===== src/xpt_pkg.sv =====
// Shared constants for the crosspoint serial configuration link
package xpt_pkg;
    localparam int WORD_W       = 16;
    localparam int IDX_W        = 5;
    localparam int NUM_CH       = 32;
    localparam int BANK_W       = 8;
    localparam int CMD_HI       = 15;
    localparam int CMD_LO       = 13;
    localparam int SRC_HI       = 12;
    localparam int SRC_LO       = 8;
    localparam int DST_HI       = 4;
    localparam int DST_LO       = 0;
    localparam int BANK_HI      = 9;
    localparam int BANK_LO      = 8;
    localparam int DATA_HI      = 7;
    localparam int DATA_LO      = 0;
    localparam int BCAST_EN_BIT = 0;
    localparam int CLAMP_BIT    = 9;
    localparam int POWER_BIT    = 1;
    localparam int GLOBAL_BIT   = 0;
    localparam int MCLK_NS      = 10;
    localparam int SCLK_MIN_NS  = 200;
    // Half period of generated serial clock, rounded up to whole cycles
    localparam int SCLK_HALF_CYC = (SCLK_MIN_NS / 2 + MCLK_NS - 1) / MCLK_NS;

    typedef enum logic [2:0] {
        CMD_MAP   = 3'h0,
        CMD_OEN   = 3'h1,
        CMD_GAIN  = 3'h2,
        CMD_BCAST = 3'h3,
        CMD_CTRL  = 3'h7
    } cmd_t;
endpackage : xpt_pkg


===== src/xpt_link_if.sv =====
// Three-wire serial configuration link plus daisy-chain output
`timescale 1ns/10ps
interface xpt_link_if;
    logic sclk;
    logic serial_in_line;
    logic word_commit_strobe;
    logic chain_out_line;

    modport dev (
        input  sclk,
        input  serial_in_line,
        input  word_commit_strobe,
        output chain_out_line
    );
    modport host (
        output sclk,
        output serial_in_line,
        output word_commit_strobe,
        input  chain_out_line
    );
endinterface : xpt_link_if


===== src/xpt_device.sv =====
// Device end: serial shift register, command decoder and crosspoint state
// Operation
// - Shift data in on serial clock rise
// - Shifting ignores commit strobe level
// - Bit 0 first, bit 15 last
// - Strobe rising edge commits shifted word
// - Chain output is input delayed 15.5 clocks
// - No readback; chain output only delays
// - Host shifts 16 bits per device, one strobe
// - Bits 15..13 select command
// - Map word: source 12..8, destination 4..0
// - Each output keeps its own source
// - Host sends 32 map words to fill
// - Enable word: bank 9..8, eight bits
// - Output on needs own and global enable
// - Gain word banked like enable word
// - Gain bit 0 unity, 1 double
// - Power-up disables every output
// - Broadcast: source, enable bit, restores map
// - Control: clamp, operational, global enable
// - Reset enters standby until control word
`timescale 1ns/10ps
module xpt_device #(
    parameter int NCH = xpt_pkg::NUM_CH
) (
    input  wire logic                       mclk,
    input  wire logic                       rst_b,
    xpt_link_if.dev                         link,
    output logic [NCH-1:0][xpt_pkg::IDX_W-1:0] route_src,
    output logic [NCH-1:0]                  out_drive,
    output logic [NCH-1:0]                  gain_double,
    output logic                            clamp_on,
    output logic                            operational,
    output logic                            commit_pulse
);
    import xpt_pkg::*;

    logic [2:0]              sclk_sy_r;
    logic [1:0]              sdi_sy_r;
    logic [2:0]              lat_sy_r;
    logic                    sclk_rise;
    logic                    sclk_fall;
    logic                    lat_rise;
    logic [WORD_W-1:0]       shreg_r;
    logic                    chain_r;
    logic [IDX_W-1:0]        map_r [NCH];
    logic [NCH-1:0]          oen_r;
    logic [NCH-1:0]          gain_r;
    logic [IDX_W-1:0]        bsrc_r;
    logic                    bcast_r;
    logic                    clamp_r;
    logic                    oper_r;
    logic                    global_r;
    logic [NCH-1:0][IDX_W-1:0] route_r;
    logic [NCH-1:0]          drive_r;
    logic                    commit_r;
    cmd_t                    cmd;
    logic [1:0]              bank;
    logic [BANK_W-1:0]       bdata;

    // ==========================================
    // Synchronisers; first stage feeds only second
    always_ff @(posedge mclk) begin
        if (!rst_b) begin
            sclk_sy_r <= '0;
            sdi_sy_r  <= '0;
            lat_sy_r  <= '0;
        end else begin
            sclk_sy_r <= {sclk_sy_r[1:0], link.sclk};
            sdi_sy_r  <= {sdi_sy_r[0], link.serial_in_line};
            lat_sy_r  <= {lat_sy_r[1:0], link.word_commit_strobe};
        end
    end

    assign sclk_rise = sclk_sy_r[1] && !sclk_sy_r[2];
    assign sclk_fall = !sclk_sy_r[1] && sclk_sy_r[2];
    assign lat_rise  = lat_sy_r[1] && !lat_sy_r[2];

    // ==========================================
    // Shift register, strobe level not consulted
    always_ff @(posedge mclk) begin
        if (!rst_b) begin
            shreg_r <= '0;
        end else if (sclk_rise) begin
            shreg_r <= {sdi_sy_r[1], shreg_r[WORD_W-1:1]};
        end
    end

    // Oldest bit sits at shreg_r[0]; it left on the rise 15 clocks ago,
    // so driving it on the next fall gives the 15.5 clock delay.
    always_ff @(posedge mclk) begin
        if (!rst_b) begin
            chain_r <= 1'b0;
        end else if (sclk_fall) begin
            chain_r <= shreg_r[0];
        end
    end
    assign link.chain_out_line = chain_r;

    // ==========================================
    // Command decode
    assign cmd   = cmd_t'(shreg_r[CMD_HI:CMD_LO]);
    assign bank  = shreg_r[BANK_HI:BANK_LO];
    assign bdata = shreg_r[DATA_HI:DATA_LO];

    always_ff @(posedge mclk) begin
        if (!rst_b) begin
            for (int i = 0; i < NCH; i++) begin
                map_r[i] <= '0;
            end
        end else if (lat_rise && cmd == CMD_MAP) begin
            map_r[shreg_r[DST_HI:DST_LO]] <= shreg_r[SRC_HI:SRC_LO];
        end
    end

    always_ff @(posedge mclk) begin
        if (!rst_b) begin
            oen_r  <= '0;
            gain_r <= '0;
        end else if (lat_rise) begin
            if (cmd == CMD_OEN) begin
                oen_r[bank*BANK_W +: BANK_W] <= bdata;
            end
            if (cmd == CMD_GAIN) begin
                gain_r[bank*BANK_W +: BANK_W] <= bdata;
            end
        end
    end

    always_ff @(posedge mclk) begin
        if (!rst_b) begin
            bsrc_r   <= '0;
            bcast_r  <= 1'b0;
            clamp_r  <= 1'b0;
            oper_r   <= 1'b0;
            global_r <= 1'b0;
        end else if (lat_rise) begin
            // Codes 100, 101 and 110 fall through with no effect
            if (cmd == CMD_BCAST) begin
                bsrc_r  <= shreg_r[SRC_HI:SRC_LO];
                bcast_r <= shreg_r[BCAST_EN_BIT];
            end
            if (cmd == CMD_CTRL) begin
                clamp_r  <= shreg_r[CLAMP_BIT];
                oper_r   <= shreg_r[POWER_BIT];
                global_r <= shreg_r[GLOBAL_BIT];
            end
        end
    end

    // ==========================================
    // Registered outputs; map kept intact so broadcast off restores it
    genvar g;
    generate
        for (g = 0; g < NCH; g++) begin : g_out
            always_ff @(posedge mclk) begin
                if (!rst_b) begin
                    route_r[g] <= '0;
                    drive_r[g] <= 1'b0;
                end else begin
                    route_r[g] <= bcast_r ? bsrc_r : map_r[g];
                    drive_r[g] <= oen_r[g] && global_r;
                end
            end
        end
    endgenerate

    always_ff @(posedge mclk) begin
        if (!rst_b) begin
            commit_r <= 1'b0;
        end else begin
            commit_r <= lat_rise;
        end
    end

    assign route_src    = route_r;
    assign out_drive    = drive_r;
    assign gain_double  = gain_r;
    assign clamp_on     = clamp_r;
    assign operational  = oper_r;
    assign commit_pulse = commit_r;
endmodule : xpt_device


===== src/flat_wrapper.sv =====
// flat-port wrapper written by rule: the top's interface ports become plain ports
module xpt_device_flat import xpt_pkg::*;
#(
    parameter int NCH = xpt_pkg::NUM_CH
)
  (mclk, rst_b, route_src, out_drive, gain_double, clamp_on, operational, commit_pulse, link_sclk, link_serial_in_line, link_word_commit_strobe, link_chain_out_line);
  xpt_link_if link_i ();
  input  wire logic mclk;
  input  wire logic rst_b;
  output logic [NCH-1:0][xpt_pkg::IDX_W-1:0] route_src;
  output logic [NCH-1:0] out_drive;
  output logic [NCH-1:0] gain_double;
  output logic clamp_on;
  output logic operational;
  output logic commit_pulse;
  input wire logic [$bits(link_i.sclk)-1:0] link_sclk;
  input wire logic [$bits(link_i.serial_in_line)-1:0] link_serial_in_line;
  input wire logic [$bits(link_i.word_commit_strobe)-1:0] link_word_commit_strobe;
  output wire logic [$bits(link_i.chain_out_line)-1:0] link_chain_out_line;
  assign link_i.sclk = link_sclk;
  assign link_i.serial_in_line = link_serial_in_line;
  assign link_i.word_commit_strobe = link_word_commit_strobe;
  assign link_chain_out_line = link_i.chain_out_line;
  xpt_device #(.NCH(NCH)) u_core (.mclk(mclk), .rst_b(rst_b), .link(link_i), .route_src(route_src), .out_drive(out_drive), .gain_double(gain_double), .clamp_on(clamp_on), .operational(operational), .commit_pulse(commit_pulse));
endmodule

===== config.mk =====
export PLATFORM = sky130hd
export DESIGN_NAME = xpt_device_flat
export DESIGN_NICKNAME = d
export VERILOG_FILES = /design/src/xpt_pkg.sv /design/src/xpt_link_if.sv /design/src/xpt_device.sv /design/src/flat_wrapper.sv
export SDC_FILE = /design/constraint.sdc
export NUM_CORES = 1
export LEC_CHECK = 0
export ABC_AREA = 1
export CAP_MARGIN = 10
export CORE_AREA = 8 8 166 183
export CTS_CLUSTER_DIAMETER = 100
export CTS_CLUSTER_SIZE = 24
export DETAILED_ROUTE_END_ITERATION = 6
export DIE_AREA = 0 0 174 191
export DONT_BUFFER_PORTS = 1
export GPL_TIMING_DRIVEN = 0
export PLACE_DENSITY = 0.82
export SLEW_MARGIN = 20
export SYNTH_ARGS = -nofsm -noshare
export SYNTH_HDL_FRONTEND = slang
export SYNTH_SLANG_ARGS = --single-unit

===== constraint.sdc =====
create_clock -name mclk -period 4.2 [get_ports mclk]
set_clock_uncertainty 0.15 [all_clocks]
set_input_delay 0 -clock mclk [delete_from_list [all_inputs] [get_ports mclk]]
set_output_delay 0 -clock mclk [all_outputs]
set_load 0.01 [all_outputs]

# == Yosys cells after proc, flatten, opt, wreduce, memory -nomap -nowiden ==
# Memories as Yosys holds them, arrays and structs flattened.
# Cells that the tools add are included.
# totals
regBits,291
latch_bits,0
mem_bits_rw,160
romBits,0
inputBits,5
out_inout_bits,228
mem_count,1
# memory_table
memory,depth,word_bits,read_ports,rd_ports_with_merged_regs,wr,line,source
u_core.map_r,32,5,32,0,32,xpt_device.sv:46,logic [IDX_W-1:0] map_r [NCH];
# op_classes
add_sub_neg,1
mul,0
n_div,0
order_cmp,0
eq_ne,4
n_shift,2
mux,41
n_bitwise,0
n_reduce_logical,45
# op_table
operator,n
$mux W5,34
$bwmux W32,2
$logic_and A1 B1 Y1,36
$neg A5 Y34,1
$shift A8 B34 Y32 const A,1
$shiftx A8 B34 Y32,1
$reduce_and A2 Y1,4
$eq A3 B2 Y1 const B,2
$mux W1,5
$reduce_or A5 Y1,1
$eq A3 B1 Y1 const B,1
$eq A3 B3 Y1 const B,1
$logic_not A1 Y1,3
$logic_not A3 Y1,1

# == Logic depth before layout (Yosys ltp) ==
# Gate-level depths: netlist (run 1).
# logic_depth
word_depth,8
mapped_depth,12
depth_no_buf,8

# == Least setup slack after synthesis (run 1) ==
# OpenSTA, ideal clock, no wires.
# synth_timing
path_kind,flip-flop to flip-flop
start,reg u_core.shreg_r[8]
end,"reg u_core.gain_r[28], in the netlist u_core.gain_double[28]"
setup_ns,0.113
arrival_time_ns,1.915
required_ns,3.937
setup_slack_ns,2.023
stages_incl_launch_ff,13
n_path_buf,4
path_cell_list,dfxtp_1 -> buf_4 -> inv_1 -> buf_2 -> buf_2 -> ha_1 -> clkbuf_1 -> inv_1 -> nand2_1 -> nor2_1 -> nand3b_1 -> nand2_1 -> nor2_1
# synth_between
elab_chain_cells,3
# synth_lines
element,line,source
start: declaration,xpt_device.sv:44,logic [WORD_W-1:0] shreg_r;
start signal: assignment,xpt_device.sv:85,"shreg_r <= {sdi_sy_r[1], shreg_r[WORD_W-1:1]};"
$neg A5 Y34 (*),xpt_device.sv:125,gain_r[bank*BANK_W +: BANK_W] <= bdata;
$shiftx A8 B34 Y32 or $shift A8 B34 Y32 (tied branches),xpt_device.sv:125,
$bwmux W32 (*),xpt_device.sv:125,
end signal: indexed assignment,xpt_device.sv:125,
end: declaration,xpt_device.sv:48,logic [NCH-1:0] gain_r;
# Every way passes the cells marked *; elsewhere a longest branch is shown, timed or not.
# A chain may end at the register's enable or synchronous reset.

# == Worst setup path after layout (run 1) ==
# layout_timing
start,reg u_core.shreg_r[9]
end,reg u_core.oen_r[19]
# layout_between
elab_chain_cells,3
# layout_lines
element,line,source
$neg A5 Y34 (*),xpt_device.sv:122,oen_r[bank*BANK_W +: BANK_W] <= bdata;
$shiftx A8 B34 Y32 or $shift A8 B34 Y32 (tied branches),xpt_device.sv:122,
$bwmux W32 (*),xpt_device.sv:122,
end signal: indexed assignment,xpt_device.sv:122,
end: declaration,xpt_device.sv:47,logic [NCH-1:0] oen_r;
# Marks and branches as above.

==> summary.md, run 1 <==
| Metric | Value |
|---|---|
| GR Overflow Total | 0 |
| Vias in the first global route | 11,222 |
| Setup TNS | 0 ns |
| Drt via density | 5.53 |
| DRC errors left | 0 |
| Critical path capture point type | flop |
| WL/cell | 19.6 µm |
| RePlAce Congestion | 0.954 |
| Resized cells post-CTS | 0 |
| Clk root buf | clkbuf_16 |
| Sw frac | 22.1% |
| Critical path depth | 9 |
| Post-layout minimum cycle time | 3.10 ns |
| Num rows | 64 |
| Bufs on Longest Clock Path | 3 |
| Post-synth EDFFs | 160 |
| Most frequent cells in the layout | 364 x nand2_1, 300 x nor2_1, 291 x dfxtp_1 |
| Register-to-Register Path Depth | 9 |
| Worst Path Required | 4.51 ns |
| Cts hold-fix bufs | 7 |
| Finish-stage setup viols | 0 |
| Pwr Total | 7.37 mW |
| Setup bufs post-CTS | 0 |
| Commonest non-fill, non-tap cell in the layout | nand2_1 |
| Slew HR | 44.4% |
| VDD IR max | 336 µV |
| Final max-slew violation count | 0 |
| # port buffers | 0 |
| Switching Power | 1.63 mW |
| FF-to-FF Start | u_core.shreg_r[9] |
| Worst path most repeated cell | nor2_1 |
| DIE AREA | 33,200 µm² |
| Critical path capture point | u_core.oen_r[19] |
| Post-DRT Antenna Nets | 0 |
| Min-delay worst type | input pin to flop |
| Slowest cell on the critical path | buf_1 |
| Pin count of the biggest net entering global routing | 26 |
| R2R Setup Slk | 1.10 ns |
| Seq/Total Area, Yosys | 65.0% |
| Sequential share of power | 63.9% |
| Die X-Extent | 174 µm |
| Unrepaired setup endpoints after global routing | false |
| H-tree depth | 1 |
| Crit Path Max Fanout | 12 |
| Internal power | 5.74 mW |
| Critical Path Start | u_core.shreg_r[9] |
| Sink Count | 451 |
| Post-Synthesis Cells | 1,646 |
| Worst slew pin tran | 0.834 ns |
| Post-route clock period utilization | 73.8% |
| Status | completed |
| CP peak stage delay | 0.49 ns |
| Distinct cell type count after synthesis | 28 |
| I/O pin cnt | 233 |
| Synth Area per Inst | 9.94 µm² |
| Core ar. | 27,400 µm² |
| Comb power frac | 4.6% |
| Family with the most delay on the worst path | buffers and inverters |
| Yosys reg bits | 451 |
| DR vias | 11,349 |
| Nets | 1,687 |
| YS warnings | 0 |
| Top_reg_cell synth | dfxtp_1 |
| CTS buffer count | 22 |
| Starting Density | 59.8% |
| Pleak | 6.95 nW |
| TritonCTS clock tree | built |
| Startpoint class of the critical path | flop |
| DP HPWL | 29,200 µm |
| Critical-path cell list | clkinv_1, buf_1, ha_1, inv_1, nor2_1, nand2_1, nor2_1, nor2_1, nor2_1 |
| Worst Path Buf+Inv | 3 |
| Crit path kind | flop to flop |
| Clock transition at path regs | 0.09 ns |
| Max Cap Viol | 0 |
| Max Fclk | 323 MHz |
| Hold slack final | 0.172 ns |
| Total GRT Usage | 23.5% |
| Worst r2r dst | u_core.oen_r[19] |
| Initial antenna violation count | 0 |
| Ant diodes | 0 |
| Mapped cell area | 16,400 µm² |
| Initial DRT Pass Iterations | 6 |
| Clock power frac | 31.5% |
| First-pass GRT wire length | 61,400 µm |
| Final Hold Vio Count | 0 |
| Data arrival, critical path | 3.41 ns |
| PD cells | 420 nW/µm² |
| Starting DRT DRC Count | 1,025 |
| Layout cell share with drive strength beyond 1 | 8.63% |
| Wirelength, routed | 40,200 µm |
| Die Ht | 191 µm |
| Asr flop ratio synth | 0% |
| Syn nets | 1,656 |
| Area Overhead vs Synth | 7.08% |
| Clk_lat worst skew | 0.54 ns |
area by class of cell:
class | count | area [µm²]
Clock buffer | 37 | 628
Buffer | 107 | 514
Tap cell | 363 | 454
Multi-Input combinational cell | 995 | 4870
Clock inverter | 1 | 6.26
Fill cell | 2143 | 9860
Sequential cell | 451 | 10600
Inverter | 93 | 354
Timing Repair Buffer | 7 | 70.1
flip-flops by register name, indices dropped and copies added, names as in the netlist, 3 cells and up:
name	flops
u_core.shreg_r	16
u_core.map_r	160
u_core.gain_double	32
u_core.route_src	160
u_core.out_drive	32
u_core.oen_r	32
u_core.sclk_sy_r	3
u_core.bsrc_r	5
u_core.lat_sy_r	3
synthesized netlist by cell type (5+ instances only):
library cell	number	area share, %
nand4_4	30	3.9
nor2_2	31	1.2
edfxtp_1	160	29
nand2_1	364	8.3
inv_1	82	1.9
nor2_1	300	6.9
dfxtp_1	291	36
inv_2	8	0.18
a21oi_1	193	5.9
ha_1	5	0.38
buf_2	21	0.64
nand3_1	24	0.73
nand2_2	6	0.23
clkbuf_1	72	1.7
o21ai_0	17	0.52
nor3_1	5	0.15
nor3_4	6	0.60
buf_4	6	0.28
metrics by stage:
stage	worst slack (ns)	utilization, %	instance area [µm²]	instances
finish	1.10	64.0	17500	2054
floorplan	2.02	-	16400	1646
detailed placement	1.26	61.4	16800	2009
global route	0.953	64.0	17500	2054
CTS	1.21	64.0	17500	2054
global placement	1.34	61.4	16800	2009
tightest hold or removal path, cell delays in order:
cell           delay, ns
dlygate4sd3_1       0.65
nand2_1             0.13
inv_2               0.04
kinds of logic after synthesis:
kind of cell,synth area share [%]
adders and majority gates,0.382
DFF,65.0
buffers and inverters,5.31
and+or+nand+nor,22.9
AOI/OAI and AO/OA,6.42
layer usage:
metal	routed length, µm	GRT usage (%)	share of wire [%]
met2	20100	41.6	50
met3	3800	6.30	9.4
met1	14900	26.6	37
met4	1460	9.77	3.6
met5	0	0	0
power by group through the flow:
stage	Combinational [mW]	Sequential, mW	Clock (mW)
after detailed placement	0.323	4.81	0
final	0.336	4.71	2.32
after global routing	0.364	4.72	2.51
after CTS	0.331	4.71	2.36
after global placement	0.314	4.81	0
after floorplan	0.234	4.79	0
worst min path at each step:
stage | startpoint | end | slack (ns) | depth (start not counted)
global route | rst_b | u_core.lat_sy_r[2] | 0.15 | 3
finish | rst_b | u_core.lat_sy_r[2] | 0.17 | 3
detailed placement | link_serial_in_line | u_core.sdi_sy_r[0] | -0.04 | 2
floorplan | link_word_commit_strobe | u_core.lat_sy_r[0] | -0.05 | 2
global placement | link_sclk | u_core.sclk_sy_r[0] | -0.05 | 2
CTS | rst_b | u_core.lat_sy_r[2] | 0.14 | 3
Power figures use the tool's default switching activity.
==> inputs of run 2 (changes only) <==
clock period = 3.24 ns   (was 4.2 ns; I/O delays follow)
==> run 2 against run 1 <==
First-iteration DRC count is the same. Via count is essentially flat. Register-to-register slack lost 0.82 ns. Setup slack lost 0.82 ns. Final cell count is the same. Largest power group unchanged. Highest routed layer unchanged.
==> summary.md, run 2 (synthesized netlist as in run 1, its figures left out) <==
| Metric | Value |
|---|---|
| Status | completed |
| Hold Path Depth | 3 |
| Setup TNS | 0 ns |
| Final max-slew violation count | 0 |
| CTS buffer count | 22 |
| Critical-path cell list | clkinv_1, clkbuf_2, ha_1, inv_1, nor2_1, nand2_1, nor2_1, nor2_1, nor2_1 |
| I/O pin cnt | 233 |
| Fillcell total | 2,142 |
| Min-delay worst type | input pin to flop |
| Critical path capture point type | flop |
| WL/cell | 19.6 µm |
| DR vias | 11,354 |
| Crit Path Max Fanout | 12 |
| Placed cell areas | 16,800 µm² |
| Max Cap Viol | 0 |
| Wl on met1 | 14,800 µm |
| Post-DRT Antenna Nets | 0 |
| Layout cell share with drive strength beyond 1 | 8.69% |
| Post-route clock period utilization | 91.4% |
| Data arrival, critical path | 3.28 ns |
| Final Hold Vio Count | 0 |
| Num rows | 64 |
| Die X-Extent | 174 µm |
| Most frequent cells in the layout | 364 x nand2_1, 300 x nor2_1, 291 x dfxtp_1 |
| Final instance area | 17,500 µm² |
| Area Overhead vs Synth | 7.09% |
| RePlAce Congestion | 0.954 |
| WL met3 | 3880 µm |
| Wirelength, routed | 40,200 µm |
| # port buffers | 0 |
| Drt via density | 5.53 |
| Post-layout minimum cycle time | 2.96 ns |
| First-pass GRT wire length | 61,400 µm |
| Commonest non-fill, non-tap cell in the layout | nand2_1 |
| VDD IR max | 435 µV |
| Register-to-Register Path Depth | 9 |
| Vias in the first global route | 11,222 |
| Startpoint class of the critical path | flop |
| Ant diodes | 0 |
| Initial DRT Pass Iterations | 6 |
| Setup bufs post-CTS | 0 |
| Starting DRT DRC Count | 1,025 |
| CP peak stage delay | 0.46 ns |
| Worst Path Required | 3.56 ns |
| Worst slew pin tran | 0.773 ns |
| Nets | 1,687 |
| Clk_lat worst skew | 0.54 ns |
| TritonCTS clock tree | built |
| Initial antenna violation count | 0 |
| Unrepaired setup endpoints after global routing | false |
| Highest routed layer | met4 |
| Core ar. | 27,400 µm² |
| Pin count of the biggest net entering global routing | 26 |
| H-tree depth | 1 |
| Starting Density | 59.8% |
| DP HPWL | 29,200 µm |
| Finish-stage setup viols | 0 |
| DIE AREA | 33,200 µm² |
| Total GRT Usage | 23.5% |
| Wire length on met2 | 20,100 µm |
| Clock transition at path regs | 0.09 ns |
| Bufs on Longest Clock Path | 3 |
| GR Overflow Total | 0 |
| PD cells | 545 nW/µm² |
| Pleak | 6.95 nW |
| Sink Count | 451 |
| Clk root buf | clkbuf_16 |
| DRC errors left | 0 |
| Crit path kind | flop to flop |
| Max Fclk | 338 MHz |
| Slew HR | 48.5% |
| Die Ht | 191 µm |
| Worst path most repeated cell | nor2_1 |
| Slowest cell on the critical path | dfxtp_1 |
## run 2: layout make-up
cell class                      instances  area (µm²)  share of cell area, %
Tap cell                              363         454                   2.59
Inverter                               93         354                   2.02
Multi-Input combinational cell        995        4870                   27.8
Timing Repair Buffer                    7        70.1                  0.400
Buffer                                107         515                   2.94
Sequential cell                       451       10600                   60.7
Clock inverter                          1        6.26                 0.0357
Clock buffer                           37         628                   3.58
## run 2: stage by stage
step,hold slack [ns],worst slack (ns),utilization [%],power [mW],std cells
4_1_cts,0.140,0.253,64.0,9.59,2054
2_1_floorplan,-0.0524,1.06,-,6.51,1646
3_5_place_dp,-0.0411,0.296,61.4,6.66,2009
5_1_grt,0.149,0.127,64.0,9.85,2054
3_3_place_gp,-0.0484,0.383,61.4,6.64,2009
6_report,0.170,0.280,64.0,9.55,2054
## run 2: timing repair
action	CTS	global route
hold buffers	7	0
gates resized for setup	0	1
hold endpoints to repair	104	0
setup endpoints to repair	0	2
## run 2: power by group
part / total [mW] / internal [mW] / leakage (nW) / switching (mW)
combinational: 0.436 / 0.0988 / 2.62 / 0.337
clock: 3.00 / 1.34 / 0.304 / 1.67
sequential: 6.11 / 6.00 / 4.03 / 0.107
total: 9.55 / 7.44 / 6.95 / 2.11
## run 2: path summary, 6_finish.rpt
| path | startpoint | endpoint | slack [ns] |
|---|---|---|---|
| max | u_core.shreg_r[9] | u_core.oen_r[19] | 0.28 |
| min | rst_b | u_core.lat_sy_r[2] | 0.17 |
| max reg2reg | u_core.shreg_r[9] | u_core.oen_r[19] | 0.28 |
| min reg2reg | u_core.lat_sy_r[0] | u_core.lat_sy_r[1] | 0.28 |
## run 2: critical path, delay by kind of cell, from the launching register on
family / cells / cell delay (ns)
AND/OR/NAND/NOR: 5 / 0.94
buffers and inverters: 3 / 0.90
flip-flops: 1 / 0.46
adder cells (fa/ha/maj): 1 / 0.43
## run 2: metal layers
metal | up-vias | track usage, %
met5 | - | 0
met4 | 0 | 9.77
met3 | 85 | 6.30
met2 | 570 | 41.6
met1 | 5366 | 26.6
li1 | 5333 | -
